===== src/hw/scan_pkg.sv =====
package scan_pkg;

	// ----------------------------------------
	// Timing
	// ----------------------------------------
	localparam int CLK_HZ        = 10_000_000;
	localparam int FILTER_MS     = 10;
	// Least time: rounded up to whole cycles
	localparam int FILTER_CYCLES = (FILTER_MS * CLK_HZ + 999) / 1000;
	localparam int SCAN_US       = 1000;
	localparam int SCAN_CYCLES   = SCAN_US * (CLK_HZ / 1_000_000);

	// ----------------------------------------
	// Widths and limits
	// ----------------------------------------
	localparam int         NUM_DI     = 11;
	localparam int         NUM_IN     = 17;
	localparam int         NUM_SENSE  = 3;
	localparam int         NUM_OUT    = 2;
	localparam int         NUM_STROBE = 3;
	localparam int         FAIL_W     = 8;
	localparam logic [7:0] FAIL_LIMIT = 8'h05;

	// ----------------------------------------
	// Filtered input bundle positions
	// ----------------------------------------
	localparam int IDX_COIL_A   = 11;
	localparam int IDX_COIL_B   = 12;
	localparam int IDX_SUPPLY_A = 13;
	localparam int IDX_SUPPLY_B = 14;
	localparam int IDX_HOLD_A   = 15;
	localparam int IDX_HOLD_B   = 16;

	// ----------------------------------------
	// High input byte layout
	// ----------------------------------------
	localparam int HI_DI9      = 0;
	localparam int HI_DI_CNT   = 3;
	localparam int HI_HOLD_A   = 3;
	localparam int HI_COIL_A   = 4;
	localparam int HI_COIL_B   = 5;
	localparam int HI_SUPPLY_A = 6;
	localparam int HI_SUPPLY_B = 7;

	// ----------------------------------------
	// Command, strobe and diagnostic bits
	// ----------------------------------------
	localparam int CMD_A_BIT         = 0;
	localparam int CMD_B_BIT         = 1;
	localparam int STROBE_LATCH      = 0;
	localparam int STROBE_LOW        = 1;
	localparam int STROBE_HIGH       = 2;
	localparam int DIAG_VOLT_OFF_BIT = 0;
	localparam int DIAG_OVERRIDE_BIT = 1;

	// ----------------------------------------
	// Reset values
	// ----------------------------------------
	localparam logic [1:0] OUT_RESET   = 2'h0;
	localparam logic [7:0] IMAGE_RESET = 8'hFF;
	localparam logic [7:0] DIAG_RESET  = 8'h00;

endpackage


===== src/hw/input_filter.sv =====
`timescale 1ns/1ps
`default_nettype none

module input_filter #(
	parameter int COUNT = 100000
) (
	input  wire logic clk,
	input  wire logic rst,
	input  wire logic raw_n,
	output var  logic clean_n
);

	localparam int CNT_W = $clog2(COUNT + 1);

	logic [CNT_W-1:0] cnt_q;

	// ----------------------------------------
	// Stable-level qualifier
	// ----------------------------------------
	// A new level must persist COUNT cycles; any bounce restarts the wait
	always_ff @(posedge clk or posedge rst)
	begin
		if (rst)
		begin
			cnt_q   <= '0;
			clean_n <= 1'b1;
		end
		else if (raw_n == clean_n)
			cnt_q <= '0;
		else if (cnt_q == CNT_W'(COUNT - 1))
		begin
			cnt_q   <= '0;
			clean_n <= raw_n;
		end
		else
			cnt_q <= cnt_q + 1'b1;
	end

endmodule

`default_nettype wire


===== src/hw/fail_counter.sv =====
`timescale 1ns/1ps
`default_nettype none

module fail_counter (
	input  wire logic                         clk,
	input  wire logic                         rst,
	input  wire logic                         any_present,
	input  wire logic                         step,
	input  wire logic                         all_absent,
	output var  logic [scan_pkg::FAIL_W-1:0]  count_q,
	output logic                              override
);

	// ----------------------------------------
	// Saturating failure count
	// ----------------------------------------
	always_ff @(posedge clk or posedge rst)
	begin
		if (rst)
			count_q <= '0;
		else if (any_present)
			count_q <= '0;
		else if (step && all_absent && count_q <= scan_pkg::FAIL_LIMIT)
			count_q <= count_q + 1'b1;
	end

	assign override = count_q > scan_pkg::FAIL_LIMIT;

endmodule

`default_nettype wire


===== src/hw/dual_output_input_scan.sv =====
`timescale 1ns/1ps
`default_nettype none

// Overview of operation
// - Each scan writes output image to latch
// - Two relay drives switch independently
// - Inputs read as two bytes, low first
// - High byte: DI9-11, coils, supplies, seal-in
// - Voltage lines sampled directly, no buffer
// - Separate strobe per buffer and latch
// - All status inputs active low
// - Pulses under 10 ms rejected
// - Supply flag low while supply present
// - Coil flag low when coil attached
// - Sample voltages and bytes before deciding
// - Update images only with voltage present
// - Any voltage off sets fault bit
// - Diagnostic byte returned on request
// - Count scans with all voltages absent
// - Over limit, images update regardless
// - Counter cleared while any voltage present
// - Coil reported true while output on
// - Update command loads output image
// - Link timeout keeps only sealed outputs
module dual_output_input_scan #(
	parameter int FILTER_CYCLES = scan_pkg::FILTER_CYCLES,
	parameter int SCAN_CYCLES   = scan_pkg::SCAN_CYCLES
) (
	// Clock and reset
	input  wire logic                             CORE_CLK,
	input  wire logic                             SYS_RST,
	// Field status inputs, active low
	input  wire logic [scan_pkg::NUM_DI-1:0]      DISCRETE_IN_N,
	input  wire logic                             COIL_A_OK_N,
	input  wire logic                             COIL_B_OK_N,
	input  wire logic                             SUPPLY_A_PRESENT_N,
	input  wire logic                             SUPPLY_B_PRESENT_N,
	input  wire logic                             LATCH_HOLD_A_N,
	input  wire logic                             LATCH_HOLD_B_N,
	input  wire logic [scan_pkg::NUM_SENSE-1:0]   INTERROG_VOLT_N,
	// Controller messages
	input  wire logic                             CMD_VALID,
	input  wire logic [7:0]                       CMD_IMAGE,
	input  wire logic                             DIAG_REQ,
	input  wire logic                             LINK_TIMEOUT,
	// Relay drives and strobes
	output logic                                  OUTPUT_CHAN_A,
	output logic                                  OUTPUT_CHAN_B,
	output logic [scan_pkg::NUM_STROBE-1:0]       STROBE_CONTROL_PORT,
	// Scan results
	output logic [7:0]                            IMAGE_LOW,
	output logic [7:0]                            IMAGE_HIGH,
	output logic                                  HOLD_B_STATUS_N,
	output logic                                  IMAGE_UPDATED,
	output logic                                  FAIL_OVERRIDE,
	// Diagnostic reply
	output logic                                  DIAG_VALID,
	output logic [7:0]                            DIAG_BYTE
);

	typedef enum logic [2:0] {
		ST_IDLE,
		ST_WRITE_OUT,
		ST_READ_LOW,
		ST_READ_HIGH,
		ST_DECIDE
	} scan_state_type;

	localparam int TMR_W = $clog2(SCAN_CYCLES + 1);

	scan_state_type                       state_q;
	logic [TMR_W-1:0]                     tmr_q;
	logic [scan_pkg::NUM_IN-1:0]          raw_n;
	logic [scan_pkg::NUM_IN-1:0]          clean_n;
	logic [scan_pkg::NUM_OUT-1:0]         out_image_q;
	logic [scan_pkg::NUM_OUT-1:0]         out_latch_q;
	logic [7:0]                           low_q;
	logic [7:0]                           high_q;
	logic                                 hold_b_q;
	logic [scan_pkg::NUM_SENSE-1:0]       sense_q;
	logic [7:0]                           low_img_q;
	logic [7:0]                           high_img_q;
	logic                                 hold_b_img_q;
	logic                                 updated_q;
	logic [7:0]                           diag_q;
	logic                                 diag_valid_q;
	logic [7:0]                           diag_byte_q;
	logic [scan_pkg::FAIL_W-1:0]          fail_cnt;
	logic                                 override;
	logic                                 live_present;
	logic                                 sampled_present;
	logic                                 do_update;

	// ----------------------------------------
	// Input qualification
	// ----------------------------------------
	assign raw_n = {LATCH_HOLD_B_N, LATCH_HOLD_A_N, SUPPLY_B_PRESENT_N, SUPPLY_A_PRESENT_N,
		COIL_B_OK_N, COIL_A_OK_N, DISCRETE_IN_N};

	// Polarity kept as received: energised field input stays a zero
	for (genvar i = 0; i < scan_pkg::NUM_IN; i++)
	begin : g_filter
		input_filter #(
			.COUNT (FILTER_CYCLES)
		) u_filter (
			.clk     (CORE_CLK),
			.rst     (SYS_RST),
			.raw_n   (raw_n[i]),
			.clean_n (clean_n[i])
		);
	end

	// ----------------------------------------
	// Scan sequencer
	// ----------------------------------------
	always_ff @(posedge CORE_CLK or posedge SYS_RST)
	begin
		if (SYS_RST)
		begin
			state_q <= ST_IDLE;
			tmr_q   <= '0;
		end
		else
		begin
			unique case (state_q)
				ST_IDLE:
				begin
					if (tmr_q == TMR_W'(SCAN_CYCLES - 1))
					begin
						tmr_q   <= '0;
						state_q <= ST_WRITE_OUT;
					end
					else
						tmr_q <= tmr_q + 1'b1;
				end
				ST_WRITE_OUT: state_q <= ST_READ_LOW;
				ST_READ_LOW:  state_q <= ST_READ_HIGH;
				ST_READ_HIGH: state_q <= ST_DECIDE;
				ST_DECIDE:    state_q <= ST_IDLE;
			endcase
		end
	end

	// One chip enable per access; never two at once
	always_comb
	begin
		STROBE_CONTROL_PORT                        = '0;
		STROBE_CONTROL_PORT[scan_pkg::STROBE_LATCH] = (state_q == ST_WRITE_OUT);
		STROBE_CONTROL_PORT[scan_pkg::STROBE_LOW]   = (state_q == ST_READ_LOW);
		STROBE_CONTROL_PORT[scan_pkg::STROBE_HIGH]  = (state_q == ST_READ_HIGH);
	end

	// ----------------------------------------
	// Output image and latch
	// ----------------------------------------
	// Timeout overrides a command in the same cycle: the safe state comes first
	always_ff @(posedge CORE_CLK or posedge SYS_RST)
	begin
		if (SYS_RST)
		begin
			out_image_q <= scan_pkg::OUT_RESET;
			out_latch_q <= scan_pkg::OUT_RESET;
		end
		else
		begin
			for (int i = 0; i < scan_pkg::NUM_OUT; i++)
			begin
				if (LINK_TIMEOUT)
				begin
					// Sealed channel keeps its state, the rest drop out
					if (clean_n[scan_pkg::IDX_HOLD_A + i])
					begin
						out_image_q[i] <= 1'b0;
						out_latch_q[i] <= 1'b0;
					end
				end
				else
				begin
					if (CMD_VALID)
						out_image_q[i] <= CMD_IMAGE[scan_pkg::CMD_A_BIT + i];
					if (state_q == ST_WRITE_OUT)
						out_latch_q[i] <= out_image_q[i];
				end
			end
		end
	end

	assign OUTPUT_CHAN_A = out_latch_q[0];
	assign OUTPUT_CHAN_B = out_latch_q[1];

	// ----------------------------------------
	// Input sampling
	// ----------------------------------------
	always_ff @(posedge CORE_CLK or posedge SYS_RST)
	begin
		if (SYS_RST)
		begin
			low_q    <= scan_pkg::IMAGE_RESET;
			high_q   <= scan_pkg::IMAGE_RESET;
			hold_b_q <= 1'b1;
			sense_q  <= '1;
		end
		else if (state_q == ST_READ_LOW)
			low_q <= clean_n[7:0];
		else if (state_q == ST_READ_HIGH)
		begin
			high_q[scan_pkg::HI_DI9 +: scan_pkg::HI_DI_CNT] <= clean_n[10:8];
			high_q[scan_pkg::HI_HOLD_A]   <= clean_n[scan_pkg::IDX_HOLD_A];
			high_q[scan_pkg::HI_COIL_A]   <= clean_n[scan_pkg::IDX_COIL_A];
			high_q[scan_pkg::HI_COIL_B]   <= clean_n[scan_pkg::IDX_COIL_B];
			high_q[scan_pkg::HI_SUPPLY_A] <= clean_n[scan_pkg::IDX_SUPPLY_A];
			high_q[scan_pkg::HI_SUPPLY_B] <= clean_n[scan_pkg::IDX_SUPPLY_B];
			// Byte has one seat short, so the second seal-in travels apart
			hold_b_q <= clean_n[scan_pkg::IDX_HOLD_B];
			// Voltage lines are read straight off the pins
			sense_q  <= INTERROG_VOLT_N;
		end
	end

	// ----------------------------------------
	// Voltage failure count
	// ----------------------------------------
	assign live_present    = ~&INTERROG_VOLT_N;
	assign sampled_present = ~&sense_q;

	fail_counter u_fail (
		.clk         (CORE_CLK),
		.rst         (SYS_RST),
		.any_present (live_present),
		.step        (state_q == ST_DECIDE),
		.all_absent  (!sampled_present),
		.count_q     (fail_cnt),
		.override    (override)
	);

	assign do_update = sampled_present || override;

	// ----------------------------------------
	// Working scan buffer
	// ----------------------------------------
	always_ff @(posedge CORE_CLK or posedge SYS_RST)
	begin
		if (SYS_RST)
		begin
			low_img_q    <= scan_pkg::IMAGE_RESET;
			high_img_q   <= scan_pkg::IMAGE_RESET;
			hold_b_img_q <= 1'b1;
			updated_q    <= 1'b0;
		end
		else
		begin
			updated_q <= 1'b0;
			if (state_q == ST_DECIDE && do_update)
			begin
				low_img_q    <= low_q;
				hold_b_img_q <= hold_b_q;
				updated_q    <= 1'b1;
				high_img_q   <= high_q;
				// Energised output floods the coil sense, so report it healthy
				if (out_latch_q[0])
					high_img_q[scan_pkg::HI_COIL_A] <= 1'b0;
				if (out_latch_q[1])
					high_img_q[scan_pkg::HI_COIL_B] <= 1'b0;
			end
		end
	end

	assign IMAGE_LOW       = low_img_q;
	assign IMAGE_HIGH      = high_img_q;
	assign HOLD_B_STATUS_N = hold_b_img_q;
	assign IMAGE_UPDATED   = updated_q;
	assign FAIL_OVERRIDE   = override;

	// ----------------------------------------
	// Diagnostic byte
	// ----------------------------------------
	// Fault bits clear on a request; a fault in the same cycle still lands
	always_ff @(posedge CORE_CLK or posedge SYS_RST)
	begin
		if (SYS_RST)
		begin
			diag_q       <= scan_pkg::DIAG_RESET;
			diag_valid_q <= 1'b0;
			diag_byte_q  <= scan_pkg::DIAG_RESET;
		end
		else
		begin
			diag_valid_q <= DIAG_REQ;
			if (DIAG_REQ)
			begin
				diag_byte_q <= diag_q;
				diag_q      <= scan_pkg::DIAG_RESET;
			end
			if (state_q == ST_DECIDE && |sense_q)
				diag_q[scan_pkg::DIAG_VOLT_OFF_BIT] <= 1'b1;
			if (override)
				diag_q[scan_pkg::DIAG_OVERRIDE_BIT] <= 1'b1;
		end
	end

	assign DIAG_VALID = diag_valid_q;
	assign DIAG_BYTE  = diag_byte_q;
endmodule

`default_nettype wire


===== config.mk =====
export PLATFORM = sky130hd
export DESIGN_NAME = dual_output_input_scan
export DESIGN_NICKNAME = d
export VERILOG_FILES = /design/src/hw/scan_pkg.sv /design/src/hw/input_filter.sv /design/src/hw/fail_counter.sv /design/src/hw/dual_output_input_scan.sv
export SDC_FILE = /design/constraint.sdc
export NUM_CORES = 1
export LEC_CHECK = 0
export ABC_AREA = 1
export BUFFER_PORTS_ARGS = -buffer_cell sky130_fd_sc_hd__buf_4
export CAP_MARGIN = 20
export CORE_MARGIN = 2
export CORE_UTILIZATION = 63
export DETAILED_ROUTE_END_ITERATION = 8
export GPL_TIMING_DRIVEN = 1
export PLACE_DENSITY = 0.81
export REMOVE_ABC_BUFFERS = 1
export SYNTH_ARGS = -nofsm -noshare
export SYNTH_HDL_FRONTEND = slang
export SYNTH_SLANG_ARGS = --single-unit

===== constraint.sdc =====
create_clock -name CORE_CLK -period 32.9 [get_ports CORE_CLK]
set_clock_uncertainty 0.05 [all_clocks]
set_input_delay 6.58 -clock CORE_CLK [delete_from_list [all_inputs] [get_ports CORE_CLK]]
set_output_delay 6.58 -clock CORE_CLK [all_outputs]
set_load 0.05 [all_outputs]

==> metrics.csv <==
stage;metric;value;unit
placement;hpwl dp;31.4;mm
logic_synthesis;YS warnings;0;
critical_path;critical path required time;26.27;ns
clocking;Clock Latency Late Sink;0.52;ns
logic_synthesis;Synth Register Bits;378;
clocking;CTS Hold Bufs;0;
critical_path;Critical Path End Type;output pin;
logic_synthesis;largest family of logic cells by synthesized area;simple AND/OR/NAND/NOR gates;
clocking;CTS tree;built;
run_status;status;finished, final reports clean;
critical_path;crit path DAT;1.91;ns
power_and_ir_drop;P_leak;10.7;nW
power_and_ir_drop;register share of total power;48.0;%
routing;# DRC;0;
critical_path;CP max FO;10;
sta;fin crit share;26.0;%
logic_synthesis;leading cell type by number of instances after synthesis;nor2_1;
routing;Vias/cell;5.30;
die;Initial Util;63.8;%
critical_path;R2R Path End;IMAGE_LOW[0];
power_and_ir_drop;internal power;0.777;mW
power_and_ir_drop;Max VDD drop;0.0000333;V
logic_synthesis;sequential element share of the synthesized area;46.0;%
critical_path;reg2reg start;u_fail.count_q[0];
final_layout;layout cells sized above 1;8.86;%
flow_run;max_cap viols;0;
worst_hold_path;Hold Path Class;flop to flop;
routing;via count;18265;
sta;RSZ-0062 raised after global routing;no;
global_route;met1 GRT Util;35.0;%
logic_synthesis;syn_area_per_cell;7.19;sq um
clocking;post-CTS setup buffers;0;
routing;WL per Instance;13.0;microns
clocking;Longest Clk Path Bufs;3;
clocking;H-tree levels;2;
power_and_ir_drop;Switching Share;21.7;%
logic_synthesis;area share of the largest cell type after synthesis;39.1;%
logic_synthesis;Post-Synth Adder-Cell Area;1.27;%
sta;Worst Tran Pin Value;0.970;ns
power_and_ir_drop;Logic pwr share;3.5;%
power_and_ir_drop;PwrDens;43.0;nW/um^2
power_and_ir_drop;Clock Power Share;48.5;%
clocking;CTS resizes;0;
logic_synthesis;xor and xnor area share after synthesis;4.39;%
critical_path;startpoint types;flop;
global_route;GRT busiest layer;met2;
sta;Final setup violation count;0;
logic_synthesis;most frequent cells after synthesis;nor2_1, nand2_1, inv_1, dfrtp_1, nand3_1;
critical_path;R2R cell count;8;
global_route;grt met3 use;4.40;%
die;row count;66;
critical_path;Critical Path Source;state_q[2];
die;Die X;185;microns
critical_path;CP Class;flop to output pin;
sta;post-layout min period;8.54;ns
global_route;GRT Util Overall;26.7;%
critical_path;Critical Path End;STROBE_CONTROL_PORT[1];
sta;final hold slack;0.403;ns
final_layout;final core area utilization;71.0;%
sta;Setup TNS;0;ns
global_route;number of antenna violations at the first check in global routing;1;
die;die footprint;34300;sq um
sta;Pins Over Slew Limit;0;
logic_synthesis;Simple-Gate Fraction of Synth Area;38.0;%
die;I/O Pins;66;
routing;WL final;44.6;mm
logic_synthesis;number of unique standard cell types used by synthesis;42;
logic_synthesis;Area contributors post-synth;dfrtp_1, nor2_1, nand2_1;
logic_synthesis;mux contribution to synthesized area;0;%
routing;DRT antenna net count;0;
critical_path;Reg2Reg Setup Slack;31.03;ns
clocking;Num CTS Buffers;41;
global_route;met2 usage;45.8;%
logic_synthesis;Synth area leader;dfrtp_1;
logic_synthesis;Top FF cell, synth;dfrtp_1;
logic_synthesis;share of flip-flops with an asynchronous set or reset;100;%
clocking;Clk pin slew, worst setup/hold paths;0.06;ns
die;Core ar.;32500;sq um
clocking;CTS root buf;clkbuf_16;
placement;port bufs;53;
logic_synthesis;Synth Area in Compound Gates;2.97;%
logic_synthesis;post-synthesis cell area;20700;sq um
final_layout;fin nets;3026;
clocking;# clock sinks;378;
logic_synthesis;number of synthesized flops with an enable pin;0;
sta;fmax;117;MHz
global_route;first-pass GRT wire length;76.8;mm
placement;RePlAce Congestion;0.921;
global_route;vias in the first global route;17389;
die;die height;185;microns
final_layout;Fillers;2583;
routing;1st-iter DRT viols;1224;
sta;Rel. slew slack;35.3;%
power_and_ir_drop;Switching Power;0.215;mW
routing;DR pass1 iterations;6;
logic_synthesis;Cells after Synth;2881;
sta;Fin. Hold Viols;0;
global_route;GR Overflow Total;0;
final_layout;Layout area overhead;11.2;%
global_route;largest net degree at the start of global routing;80;
[cells in the final DEF, fill, tap and decap left out, types with 2 or more instances in the layout]
cell        netlist  routed
a211oi_1          8       8
a21oi_1          61      61
a221oi_1          2       2
a31oi_1           5       5
and2_1            3       3
buf_4             8      57
bufinv_16         0       6
clkbuf_1          2       5
clkbuf_16         0      41
clkbuf_8          0       9
clkinv_1          2       2
clkinv_2          3      11
clkinvlp_4        0       4
conb_1            1       6
dfrtp_1         324     324
dfstp_2          54      54
ha_1             21      21
inv_1           351     350
inv_2            19      19
nand2_1         673     673
nand2_2          37      37
nand3_1         266     266
nand3b_1         11      11
nand4_1          49      49
nor2_1          747     747
nor2_2            7       7
nor2_4            8       8
nor3_1           57      57
nor3b_1           6       6
o21ai_0          27      27
o21ai_1           6       6
o21bai_1          3       3
or2_2             5       5
xnor2_1          25      25
xor2_1           77      77
[registers in the layout, indices dropped and copies added, names as in the netlist]
| register | flops |
|---|---|
| g_filter.u_filter.cnt_q | 289 |
| g_filter.u_filter.clean_n | 17 |
| tmr_q | 14 |
| IMAGE_HIGH | 8 |
| IMAGE_LOW | 8 |
| high_q | 8 |
| low_q | 8 |
| u_fail.count_q | 8 |
| sense_q | 3 |
| state_q | 3 |
| DIAG_BYTE | 2 |
| diag_q | 2 |
| out_image_q | 2 |
| out_latch_q | 2 |
| DIAG_VALID | 1 |
| HOLD_B_STATUS_N | 1 |
| IMAGE_UPDATED | 1 |
| hold_b_q | 1 |
[through the flow]
step / instance area [sq um] / cells / worst slack (ns) / power, mW
5_1_grt: 23000 / 3445 / 24.25 / 1.03
4_1_cts: 23000 / 3444 / 24.34 / 1.00
3_3_place_gp: 21600 / 3371 / 24.75 / 0.517
6_report: 23000 / 3445 / 24.36 / 0.991
3_5_place_dp: 21600 / 3371 / 24.72 / 0.519
2_1_floorplan: 20600 / 2872 / 15.86 / 0.507
[critical path: stages, from the launching register on]
cell	delay (ns)
dfrtp_1	0.45
nor3_4	0.63
buf_4	0.32
[layer usage]
layer	wire (microns)	part of all wire [%]
met2	21700	49
met3	2460	5.5
met5	0	0
met4	824	1.8
met1	19600	44
[worst min-delay path by stage]
stage	slack, ns	start	endpoint	cells after the start
floorplan	0.38	g_filter[3].u_filter.cnt_q[0]	g_filter[3].u_filter.cnt_q[0]	1
global placement	0.39	g_filter[12].u_filter.cnt_q[0]	g_filter[12].u_filter.cnt_q[0]	1
detailed placement	0.40	g_filter[9].u_filter.cnt_q[0]	g_filter[9].u_filter.cnt_q[0]	1
CTS	0.41	g_filter[9].u_filter.cnt_q[0]	g_filter[9].u_filter.cnt_q[0]	1
global route	0.42	g_filter[12].u_filter.cnt_q[0]	g_filter[12].u_filter.cnt_q[0]	1
finish	0.40	g_filter[9].u_filter.cnt_q[0]	g_filter[9].u_filter.cnt_q[0]	1
[final cells by class]
type                            count  area, sq um  area share, %
Multi-Input combinational cell   2119         9690           42.1
Inverter                          375         1420           6.16
Clock inverter                     18          250           1.09
Antenna cell                        1         2.50         0.0109
Sequential cell                   378         9530           41.4
Tap cell                          442          553           2.40
Timing Repair Buffer               57          428           1.86
Clock buffer                       55         1170           5.07
[logic make-up after synthesis]
| logic type | Yosys count |
|---|---|
| flip-flops | 378 |
| other | 1 |
| AO/OA/AOI/OAI | 114 |
| XOR/XNOR | 103 |
| adder cells (fa/ha/maj) | 21 |
| AND/OR/NAND/NOR | 1875 |
| buffers and inverters | 389 |
[power by group through the flow]
stage,logic (mW),registers (mW),clock network (mW)
floorplan,0.0234,0.483,0
global placement,0.0344,0.483,0
detailed placement,0.0356,0.483,0
CTS,0.0360,0.475,0.489
global route,0.0407,0.476,0.510
finish,0.0351,0.475,0.481
(Power assumes the default switching activity.)
